File: config.mk
export PLATFORM = sky130hd
export DESIGN_NAME = pcde_top
export DESIGN_NICKNAME = d
export VERILOG_FILES = /design/src/pcde_pkg.sv /design/src/pcde_io_cell.sv /design/src/pcde_top.sv
export VERILOG_INCLUDE_DIRS = /design/src
export SDC_FILE = /design/constraint.sdc
export NUM_CORES = 1
export LEC_CHECK = 0
export ABC_CLOCK_PERIOD_IN_PS = 10490
export BUFFER_PORTS_ARGS = -buffer_cell sky130_fd_sc_hd__buf_2
export CAP_MARGIN = 20
export CORE_UTILIZATION = 30
export CTS_CLUSTER_DIAMETER = 60
export DETAILED_ROUTE_END_ITERATION = 10
export PLACE_DENSITY_LB_ADDON = 0.08
export SETUP_SLACK_MARGIN = 0.2
export SLEW_MARGIN = 0
export SYNTH_ARGS = -nofsm -noshare
export SYNTH_HDL_FRONTEND = slang
export SYNTH_SLANG_ARGS = --single-unit
File: constraint.sdc
create_clock -name core_clk -period 10.49 [get_ports core_clk]
set_clock_uncertainty 0.2 [all_clocks]
set_input_delay 1.049 -clock core_clk [delete_from_list [all_inputs] [get_ports core_clk]]
set_output_delay 1.049 -clock core_clk [all_outputs]
set_load 0.05 [all_outputs]
File: src/pcde_params.svh
`ifndef PCDE_PARAMS_SVH
`define PCDE_PARAMS_SVH

// Register indices (byte address is four times the index)
`define PCDE_OFS_C_DATA    8'h07
`define PCDE_OFS_D_DATA    8'h08
`define PCDE_OFS_E_DATA    8'h09
`define PCDE_OFS_C_DIR     8'h87
`define PCDE_OFS_D_DIR     8'h88
`define PCDE_OFS_E_CTRL    8'h89
`define PCDE_OFS_ANA_CFG   8'h9F

// Control/status field positions
`define PCDE_BIT_IN_FULL   7
`define PCDE_BIT_OUT_FULL  6
`define PCDE_BIT_OVERRUN   5
`define PCDE_BIT_SLAVE_SEL 4

// Reset values
`define PCDE_RST_DIR8      8'hFF
`define PCDE_RST_DIR3      3'h7
`define PCDE_RST_ANA       3'h0
`define PCDE_RST_LATCH8    8'h00
`define PCDE_RST_LATCH3    3'h0

// Analog config code that makes the fifth-port pins digital
`define PCDE_ANA_DIGITAL   3'h7

// Cycles from strobe release to the done pulse; the flags update one cycle later
`define PCDE_FLAG_LAG      2

`endif

File: src/pcde_pkg.sv
package pcde_pkg;

   typedef struct packed {
      logic       timer_en;
      logic       capture_compare_unit_two_en;
      logic       capture_compare_unit_one_en;
      logic       ssp_en;
      logic       usart_en;
      logic [7:0] dir;
      logic [7:0] dout;
   } pcde_periph_t;

   typedef struct packed {
      logic [7:0] dout;
      logic [7:0] oe_n;
   } pcde_pad_t;

   typedef enum logic [2:0] {
      PCDE_ST_IDLE  = 3'h1,
      PCDE_ST_WRITE = 3'h2,
      PCDE_ST_READ  = 3'h4
   } pcde_state_t;

endpackage

File: src/pcde_io_cell.sv
`timescale 1ns/1ps
module pcde_io_cell #(
   parameter int W = 8
) (
   input  wire logic         core_clk,
   input  wire logic         rst,
   input  wire logic [W-1:0] latch,
   input  wire logic [W-1:0] dir,
   input  wire logic [W-1:0] ovr_en,
   input  wire logic [W-1:0] ovr_dir,
   input  wire logic [W-1:0] ovr_dout,
   output logic      [W-1:0] dout,
   output logic      [W-1:0] oe_n
);

   logic [W-1:0] dir_eff;
   logic [W-1:0] dout_eff;

   // Enabled function takes the pin over, bit by bit
   assign dir_eff  = (ovr_en & ovr_dir) | (~ovr_en & dir);
   assign dout_eff = (ovr_en & ovr_dout) | (~ovr_en & latch);

   always_ff @(posedge core_clk or posedge rst) begin
      if (rst) begin
         oe_n <= {W{1'b1}};
         dout <= {W{1'b0}};
      end else begin
         oe_n <= dir_eff;
         dout <= dout_eff;
      end
   end

endmodule

File: src/pcde_top.sv
`timescale 1ns/1ps
`include "pcde_params.svh"
// Operation
// [RL1] Third port: eight pins, each direction set by its own direction bit.
// [RL2] An enabled peripheral overrides a third-port pin direction.
// [RL3] Software avoids read-modify-write on third direction during override.
// [RL4] Pin 0-1 timer/unit two, 2 unit one, 3-5 serial, 6-7 USART.
// [RL5] Fourth port: eight pins, each direction set by its direction bit.
// [RL6] Select bit 4 makes fourth port a slave data bus; resets clear.
// [RL7] In slave mode fifth pins 0,1,2 are read, write, chip select.
// [RL8] Chip select low selects the device; high deselects it.
// [RL9] Software sets fifth pins as digital inputs before slave mode.
// [RL10] Fifth-port pins configured analog read back as zero.
// [RL11] Fifth direction bits drive pins even when analog; keep inputs.
// [RL12] After power-on the fifth pins are analog and read zero.
// [RL13] Input full flag, bit 7, read-only, set when a byte waits.
// [RL14] Output full flag, bit 6, set until the external host reads.
// [RL15] Overrun flag, bit 5, set by write onto unread byte.
// [RL16] Bit 3 reads zero; bits 2-0 fifth directions, reset to one.
// [RL17] Write strobe release sets input full and interrupt after a lag.
// [RL18] Input full clears only on a CPU read of fourth port.
// [RL19] External read clears output full at once; interrupt after release.
// [RL20] Out of slave mode both full flags are held clear.
// [RL21] Data reads return pins; writes load latch driving output pins.
// [RL22] Any reset sets all direction bits; soft reset keeps latches.
module pcde_top #(
   parameter int FLAG_LAG = `PCDE_FLAG_LAG
) (
   input  wire logic                 core_clk,
   input  wire logic                 rst,
   input  wire logic                 soft_rst,
   input  wire logic [7:0]           avs_address,
   input  wire logic                 avs_read,
   input  wire logic                 avs_write,
   input  wire logic [3:0]           avs_byteenable,
   input  wire logic [31:0]          avs_writedata,
   output logic      [31:0]          avs_readdata,
   output logic                      avs_waitrequest,
   input  wire logic [7:0]           c_pin_in,
   input  wire pcde_pkg::pcde_periph_t c_periph,
   output pcde_pkg::pcde_pad_t       c_pad,
   input  wire logic [7:0]           d_pin_in,
   output pcde_pkg::pcde_pad_t       d_pad,
   input  wire logic [2:0]           e_pin_in,
   output logic      [2:0]           e_dout,
   output logic      [2:0]           e_oe_n,
   output logic      [2:0]           analog_pin_config,
   output logic                      slave_port_irq_flag
);

   // Registers
   logic [7:0]  c_latch_reg;
   logic [7:0]  d_latch_reg;
   logic [2:0]  e_latch_reg;
   logic [7:0]  c_dir_reg;
   logic [7:0]  d_dir_reg;
   logic [2:0]  e_dir_reg;
   logic [2:0]  ana_reg;
   logic        slave_port_select_reg;
   logic        input_full_flag_reg;
   logic        output_full_flag_reg;
   logic        input_overrun_flag_reg;
   logic [7:0]  slave_in_reg;
   logic        ack_reg;
   logic [31:0] rdata_reg;
   logic        irq_reg;
   logic [FLAG_LAG-1:0] wr_sr_reg;
   logic [FLAG_LAG-1:0] rd_sr_reg;
   pcde_pkg::pcde_state_t state_reg;
   pcde_pkg::pcde_state_t state_next;

   // Bus decode
   logic        req;
   logic        rd_acc;
   logic        wr_acc;
   logic        rd_take;
   logic [7:0]  wd;
   logic        hit_c;
   logic        hit_d;
   logic        hit_e;
   logic        hit_cdir;
   logic        hit_ddir;
   logic        hit_ectl;
   logic        hit_ana;
   logic [7:0]  rd_mux;

   // Slave port and pin view
   logic        cs_act;
   logic        wr_act;
   logic        rd_act;
   logic        wr_end;
   logic        rd_end;
   logic        wr_done;
   logic        rd_done;
   logic        e_digital;
   logic [2:0]  e_rd_val;
   logic [7:0]  d_rd_val;
   logic [7:0]  e_ctl_val;
   logic [7:0]  c_ovr_en;
   logic        in_full_next;
   logic        out_full_next;
   logic        overrun_next;

   assign req     = avs_read | avs_write;
   assign avs_waitrequest = req & ~ack_reg;
   assign rd_take = avs_read & ~ack_reg;
   assign rd_acc  = avs_read & ack_reg;
   assign wr_acc  = avs_write & ack_reg & avs_byteenable[0];
   assign wd      = avs_writedata[7:0];

   assign hit_c    = avs_address == `PCDE_OFS_C_DATA;
   assign hit_d    = avs_address == `PCDE_OFS_D_DATA;
   assign hit_e    = avs_address == `PCDE_OFS_E_DATA;
   assign hit_cdir = avs_address == `PCDE_OFS_C_DIR;
   assign hit_ddir = avs_address == `PCDE_OFS_D_DIR;
   assign hit_ectl = avs_address == `PCDE_OFS_E_CTRL;
   assign hit_ana  = avs_address == `PCDE_OFS_ANA_CFG;

   // Fifth port reads zero on analog pins
   assign e_digital = ana_reg == `PCDE_ANA_DIGITAL;
   assign e_rd_val  = e_digital ? e_pin_in : 3'h0; // [RL10] [RL12]

   // Slave mode returns the captured byte, else the pins
   assign d_rd_val = slave_port_select_reg ? slave_in_reg
                                           : d_pin_in; // [RL21]

   assign e_ctl_val = {input_full_flag_reg,
                       output_full_flag_reg,
                       input_overrun_flag_reg,
                       slave_port_select_reg,
                       1'b0,
                       e_dir_reg}; // [RL16]

   assign rd_mux = hit_c    ? c_pin_in :
                   hit_d    ? d_rd_val :
                   hit_e    ? {5'h00, e_rd_val} :
                   hit_cdir ? c_dir_reg :
                   hit_ddir ? d_dir_reg :
                   hit_ectl ? e_ctl_val :
                   hit_ana  ? {5'h00, ana_reg} :
                              8'h00;

   assign avs_readdata = rdata_reg;

   // One wait cycle on every access
   always_ff @(posedge core_clk or posedge rst) begin
      if (rst) begin
         ack_reg   <= 1'b0;
         rdata_reg <= 32'h0;
      end else begin
         ack_reg   <= req & ~ack_reg;
         if (rd_take) begin
            rdata_reg <= {24'h000000, rd_mux};
         end
      end
   end

   // Data latches keep their value across soft reset
   always_ff @(posedge core_clk or posedge rst) begin
      if (rst) begin
         c_latch_reg <= `PCDE_RST_LATCH8;
         d_latch_reg <= `PCDE_RST_LATCH8;
         e_latch_reg <= `PCDE_RST_LATCH3;
      end else if (wr_acc) begin
         if (hit_c) begin
            c_latch_reg <= wd; // [RL21]
         end
         if (hit_d) begin
            d_latch_reg <= wd; // [RL21]
         end
         if (hit_e) begin
            e_latch_reg <= wd[2:0]; // [RL21]
         end
      end
   end

   // Direction and configuration registers
   always_ff @(posedge core_clk or posedge rst) begin
      if (rst) begin
         c_dir_reg             <= `PCDE_RST_DIR8;
         d_dir_reg             <= `PCDE_RST_DIR8;
         e_dir_reg             <= `PCDE_RST_DIR3;
         ana_reg               <= `PCDE_RST_ANA;
         slave_port_select_reg <= 1'b0;
      end else if (soft_rst) begin
         c_dir_reg             <= `PCDE_RST_DIR8; // [RL22]
         d_dir_reg             <= `PCDE_RST_DIR8; // [RL22]
         e_dir_reg             <= `PCDE_RST_DIR3; // [RL16]
         ana_reg               <= `PCDE_RST_ANA;  // [RL12]
         slave_port_select_reg <= 1'b0;           // [RL6]
      end else if (wr_acc) begin
         if (hit_cdir) begin
            c_dir_reg <= wd; // [RL1] [RL3]
         end
         if (hit_ddir) begin
            d_dir_reg <= wd; // [RL5]
         end
         if (hit_ectl) begin
            e_dir_reg             <= wd[2:0]; // [RL16]
            slave_port_select_reg <= wd[`PCDE_BIT_SLAVE_SEL]; // [RL6]
         end
         if (hit_ana) begin
            ana_reg <= wd[2:0];
         end
      end
   end

   // Strobes only count in slave mode
   assign cs_act = slave_port_select_reg & ~e_pin_in[2]; // [RL7] [RL8]
   assign wr_act = cs_act & ~e_pin_in[1]; // [RL7]
   assign rd_act = cs_act & ~e_pin_in[0]; // [RL7]

   always_comb begin
      state_next = state_reg;
      case (state_reg)
         pcde_pkg::PCDE_ST_IDLE: begin
            if (wr_act) begin
               state_next = pcde_pkg::PCDE_ST_WRITE;
            end else if (rd_act) begin
               state_next = pcde_pkg::PCDE_ST_READ;
            end
         end
         pcde_pkg::PCDE_ST_WRITE: begin
            if (!wr_act) begin
               state_next = pcde_pkg::PCDE_ST_IDLE;
            end
         end
         pcde_pkg::PCDE_ST_READ: begin
            if (!rd_act) begin
               state_next = pcde_pkg::PCDE_ST_IDLE;
            end
         end
         default: begin
            state_next = pcde_pkg::PCDE_ST_IDLE;
         end
      endcase
   end

   assign wr_end = (state_reg == pcde_pkg::PCDE_ST_WRITE) & ~wr_act;
   assign rd_end = (state_reg == pcde_pkg::PCDE_ST_READ) & ~rd_act;
   assign wr_done = wr_sr_reg[FLAG_LAG-1]; // [RL17]
   assign rd_done = rd_sr_reg[FLAG_LAG-1]; // [RL19]

   always_ff @(posedge core_clk or posedge rst) begin
      if (rst) begin
         state_reg <= pcde_pkg::PCDE_ST_IDLE;
         wr_sr_reg <= '0;
         rd_sr_reg <= '0;
         irq_reg   <= 1'b0;
      end else if (soft_rst) begin
         state_reg <= pcde_pkg::PCDE_ST_IDLE;
         wr_sr_reg <= '0;
         rd_sr_reg <= '0;
         irq_reg   <= 1'b0;
      end else begin
         state_reg <= state_next;
         wr_sr_reg <= {wr_sr_reg[FLAG_LAG-2:0], wr_end};
         rd_sr_reg <= {rd_sr_reg[FLAG_LAG-2:0], rd_end};
         irq_reg   <= wr_done | rd_done; // [RL17] [RL19]
      end
   end

   assign slave_port_irq_flag = irq_reg;

   // Capture the external byte while the write is active
   always_ff @(posedge core_clk or posedge rst) begin
      if (rst) begin
         slave_in_reg <= `PCDE_RST_LATCH8;
      end else if (wr_act) begin
         slave_in_reg <= d_pin_in; // [RL6]
      end
   end

   // Every set wins over a clear, except the out-of-slave-mode clear of the full flags
   assign in_full_next =
      !slave_port_select_reg ? 1'b0 :                 // [RL20]
      wr_done                ? 1'b1 :                 // [RL13] [RL17]
      (rd_acc && hit_d)      ? 1'b0 :                 // [RL18]
                               input_full_flag_reg;

   assign out_full_next =
      !slave_port_select_reg ? 1'b0 :                 // [RL20]
      (wr_acc && hit_d)      ? 1'b1 :                 // [RL14]
      (state_reg == pcde_pkg::PCDE_ST_IDLE && rd_act)
                             ? 1'b0 :                 // [RL19]
                               output_full_flag_reg;

   assign overrun_next =
      (wr_done && input_full_flag_reg && slave_port_select_reg)
                             ? 1'b1 :                 // [RL15] [RL18]
      (wr_acc && hit_ectl)   ? wd[`PCDE_BIT_OVERRUN] : // [RL15]
                               input_overrun_flag_reg;

   always_ff @(posedge core_clk or posedge rst) begin
      if (rst) begin
         input_full_flag_reg    <= 1'b0;
         output_full_flag_reg   <= 1'b0;
         input_overrun_flag_reg <= 1'b0;
      end else if (soft_rst) begin
         input_full_flag_reg    <= 1'b0;
         output_full_flag_reg   <= 1'b0;
         input_overrun_flag_reg <= 1'b0;
      end else begin
         input_full_flag_reg    <= in_full_next;
         output_full_flag_reg   <= out_full_next;
         input_overrun_flag_reg <= overrun_next;
      end
   end

   // Peripheral ownership of the third port
   assign c_ovr_en = {c_periph.usart_en,
                      c_periph.usart_en,
                      c_periph.ssp_en,
                      c_periph.ssp_en,
                      c_periph.ssp_en,
                      c_periph.capture_compare_unit_one_en,
                      c_periph.timer_en | c_periph.capture_compare_unit_two_en,
                      c_periph.timer_en}; // [RL4]

   pcde_io_cell #(.W(8)) u_cell_c (
      .core_clk (core_clk),
      .rst      (rst),
      .latch    (c_latch_reg),
      .dir      (c_dir_reg),
      .ovr_en   (c_ovr_en),
      .ovr_dir  (c_periph.dir),
      .ovr_dout (c_periph.dout),
      .dout     (c_pad.dout),
      .oe_n     (c_pad.oe_n)
   ); // [RL1] [RL2]

   // Slave mode ignores the fourth direction register
   pcde_io_cell #(.W(8)) u_cell_d (
      .core_clk (core_clk),
      .rst      (rst),
      .latch    (d_latch_reg),
      .dir      (d_dir_reg),
      .ovr_en   ({8{slave_port_select_reg}}),
      .ovr_dir  ({8{~rd_act}}),
      .ovr_dout (d_latch_reg),
      .dout     (d_pad.dout),
      .oe_n     (d_pad.oe_n)
   ); // [RL5] [RL6]

   pcde_io_cell #(.W(3)) u_cell_e (
      .core_clk (core_clk),
      .rst      (rst),
      .latch    (e_latch_reg),
      .dir      (e_dir_reg),
      .ovr_en   (3'h0),
      .ovr_dir  (3'h7),
      .ovr_dout (3'h0),
      .dout     (e_dout),
      .oe_n     (e_oe_n)
   ); // [RL11]

   assign analog_pin_config = ana_reg;
endmodule

==> metrics.md <==
| Metric | Value |
|---|---|
| Max Clock Freq | 0.328 GHz |
| Multi-input gate area | 0.00194 sq mm |
| Clock sink count | between 100 and 150 |
| DIE WIDTH | around 130 um |
| PnR worst setup slack | approximately 7.4 ns |
| First-pass iteration count of the detailed router | 4 |
| CP Max Fanout | 8 |
| Count of different cell masters after synthesis | 52 |
| Routability cong. | 0.841 |
| Core area | 0.0159 sq mm |
| #FFs+latches synth | 108 |
| Share of layout cells above drive strength 1 | between 40% and 50% |
| Routed wire length | 12800 um |
| HP Class | register to register |
| Mapped cell area | 0.00490 sq mm |
| Final min period | slightly above 3 ns |
| Crit end category | register |
| Fin Setup TNS | 0 ns |
| Initial antenna violation count | 0 |
| Pin count of the biggest net entering global routing | 75 |
| Worst rel slew slack | 36.1% |
| Worst path arrival time | 3.09 ns |
| Register Area | 0.00275 sq mm |
| Primary FF master, synth | dfrtp_1 |
| Syn Area/Cell | 11.6 sq um |
| Input/output buffers | ~110 |
| Worst path required time | 10.53 ns |
| Gr ovfl total | 0 |
| Leakage | 2.70 nW |
| Non-Filler Instances | 743 |
| Row Count | 46 |
| Utilization after layout | between 30% and 40% |
| H-tree levels | 3 |
| RSZ-0062 raised after global routing | no |
| Root buf cell | clkbuf_16 |
| Worst slack at placement | about 7.0 ns |
| DR DRC count | 0 |
| Hold_ws | 0.171 ns |
| First DRT Iteration DRCs | between 150 and 200 |
| Max_cap viols | 0 |
| Post-CTS setup buffers | 0 |
| GRT busiest layer | met2 |
| Via count | 3520 |
| Post-CTS sizing | 0 |
| Placed insts | a little over 700 |
| Worst skew pair latency | 0.35 ns |
| Fillers | 1642 |
| CTS tree | yes |
| Slew @ Worst Pin | 0.959 ns |
| Die Y-Extent | 130 um |
| Post-Syn Instances | approximately 420 |
| Die area | 0.0169 sq mm |
| Diodes inserted | 0 |
| Ports | 164 |
| Vias in the first global route | 3566 |
| Num CTS Buffers | 9 |
| Final hold violations | 0 |
| Clock-pin slew on the worst setup and hold paths | ~0.070 ns |
| Initial Utilization | a little under a third |
| Met1 usage | 21.3% |
| FFs w/ async S/R, synth | 100% |
| Pwr/cell area | around 150 mW/mm^2 |
| Vias/cell | 4.74 |
| Layout overhead on the synthesized area | 19.3% |
| Tcrit/Tclk final | 29.1% |
| Met2 usage | 25.6% |
| All-Layer GR Usage | 16.2% |
| Peak VDD IR | 0.0000674 V |
| GRT met3 Usage | 4.55% |
| Synth warn | 0 |
| Final-report max-slew violation count | 0 |
| Crit Path Class | input pin to register |
| Final #Nets | 611 |
| Number of flops mapped to enable cells by yosys | 0 |
| Startpoint type of the worst setup path | input pin |
| Status | finished, final reports clean |
| Setup violators final | 0 |
| Hpwl dp | 8990 um |
| Sequential area share after synthesis | 56.1% |
| First-pass GRT wire length | 20000 um |
| CTS Buffer Depth | 2 |
| Antenna viol nets, final | 0 |
| WL/cell | 17.2 um |
| Cts hold-fix bufs | 0 |
## cells in the final DEF (no fill, tap or decap), types with 3 or more instances in the layout
cell type	n
nand3_1	12
o211ai_1	4
nand3b_1	13
o21ai_0	12
dfstp_2	39
nor2_1	39
nand2_1	28
and4b_1	3
nand2b_1	6
buf_2	112
a211o_1	7
dfrtp_1	69
o2bb2ai_1	4
nor3_1	9
or4_1	5
a221oi_1	3
a21oi_1	9
buf_4	4
a211oi_1	3
clkbuf_16	9
mux2_2	46
a22oi_1	4
conb_1	24
nor2b_1	3
mux2i_1	14
o32ai_1	3
inv_1	4
## per-stage QoR
step	power [W]	area, sq um
6_report	0.000877	5850
5_1_grt	0.000917	5850
4_1_cts	0.000894	5850
3_5_place_dp	0.000561	5570
3_3_place_gp	0.000560	5570
2_1_floorplan	0.000532	4990
## synthesized netlist by cell type, types with 2 or more instances
master,n,area share (%)
a211o_1,7,1.3
a211oi_1,3,0.46
a21oi_1,9,0.92
a221oi_1,3,0.54
a22oi_1,4,0.61
a31o_2,2,0.36
a32o_1,2,0.41
and4b_1,3,0.61
buf_2,3,0.31
buf_4,24,3.7
clkbuf_1,23,1.8
dfrtp_1,69,35
dfstp_2,39,21
inv_1,5,0.38
mux2_2,46,11
mux2i_1,14,2.9
nand2_1,28,2.1
nand2b_1,6,0.77
nand3_1,12,1.2
nand3b_1,13,2.0
nand4_1,2,0.26
nor2_1,39,3.0
nor2b_1,3,0.38
nor3_1,9,0.92
nor3b_1,3,0.46
nor4_1,2,0.26
nor4bb_1,2,0.41
o211ai_1,4,0.61
o21ai_0,12,1.2
o2bb2ai_1,4,0.71
o32ai_1,3,0.54
or4_1,5,0.77
## worst max-delay path, cell delays in order
cell     delay (ns)
buf_2          0.14
nor4_2         0.60
nand2_1        0.31
nor2_2         0.58
mux2_2         0.40
## per-layer routing
| layer | vias to the layer above | part of all wire, % |
|---|---|---|
| li1 | 1646 | - |
| met1 | 1749 | 46 |
| met2 | 113 | 47 |
| met3 | 12 | 5.7 |
| met4 | 0 | 1.4 |
| met5 | - | 0 |
## final timing paths
check / start / to / slack (ns) / cells after the start
max: avs_address[4] / c_latch_reg[5] / 7.44 / 5
min: e_latch_reg[2] / u_cell_e.dout[2] / 0.17 / 0
max reg2reg: ack_reg / avs_readdata[2] / 8.37 / 4
min reg2reg: e_latch_reg[2] / u_cell_e.dout[2] / 0.17 / 0
max in group asynchronous: rst / ack_reg / 8.26 / 3
min in group asynchronous: rst / u_cell_c.dout[0] / 0.50 / 2
## where the power goes
group / internal [W] / switching (W) / total [W]
clock: 0.000169 / 0.000156 / 0.000325
sequential: 0.000428 / 0.00000466 / 0.000433
combinational: 0.0000286 / 0.0000903 / 0.000119
total: 0.000626 / 0.000251 / 0.000877
## layout make-up
type                    instances  share of cell area, %
clock inverters                 4                  0.535
flip-flops and latches        108                   47.0
clock buffers                  12                   4.21
multi-input cells             282                   33.2
well taps                     216                   4.62
inverters                       5                  0.363
repair buffers                116                   10.1
## kinds of logic (layout without fill, tap and decap cells)
family	count (synthesis)	after routing	share of synthesized area (%)
buffers and inverters	56	137	6.20
AOI/OAI and AO/OA	55	55	7.93
xor gates and xnor gates	1	1	0.179
and+or+nand+nor	142	142	16.1
DFF	108	108	56.1
other	1	24	0.0765
muxes	60	60	13.4
(Power assumes the default switching activity.)
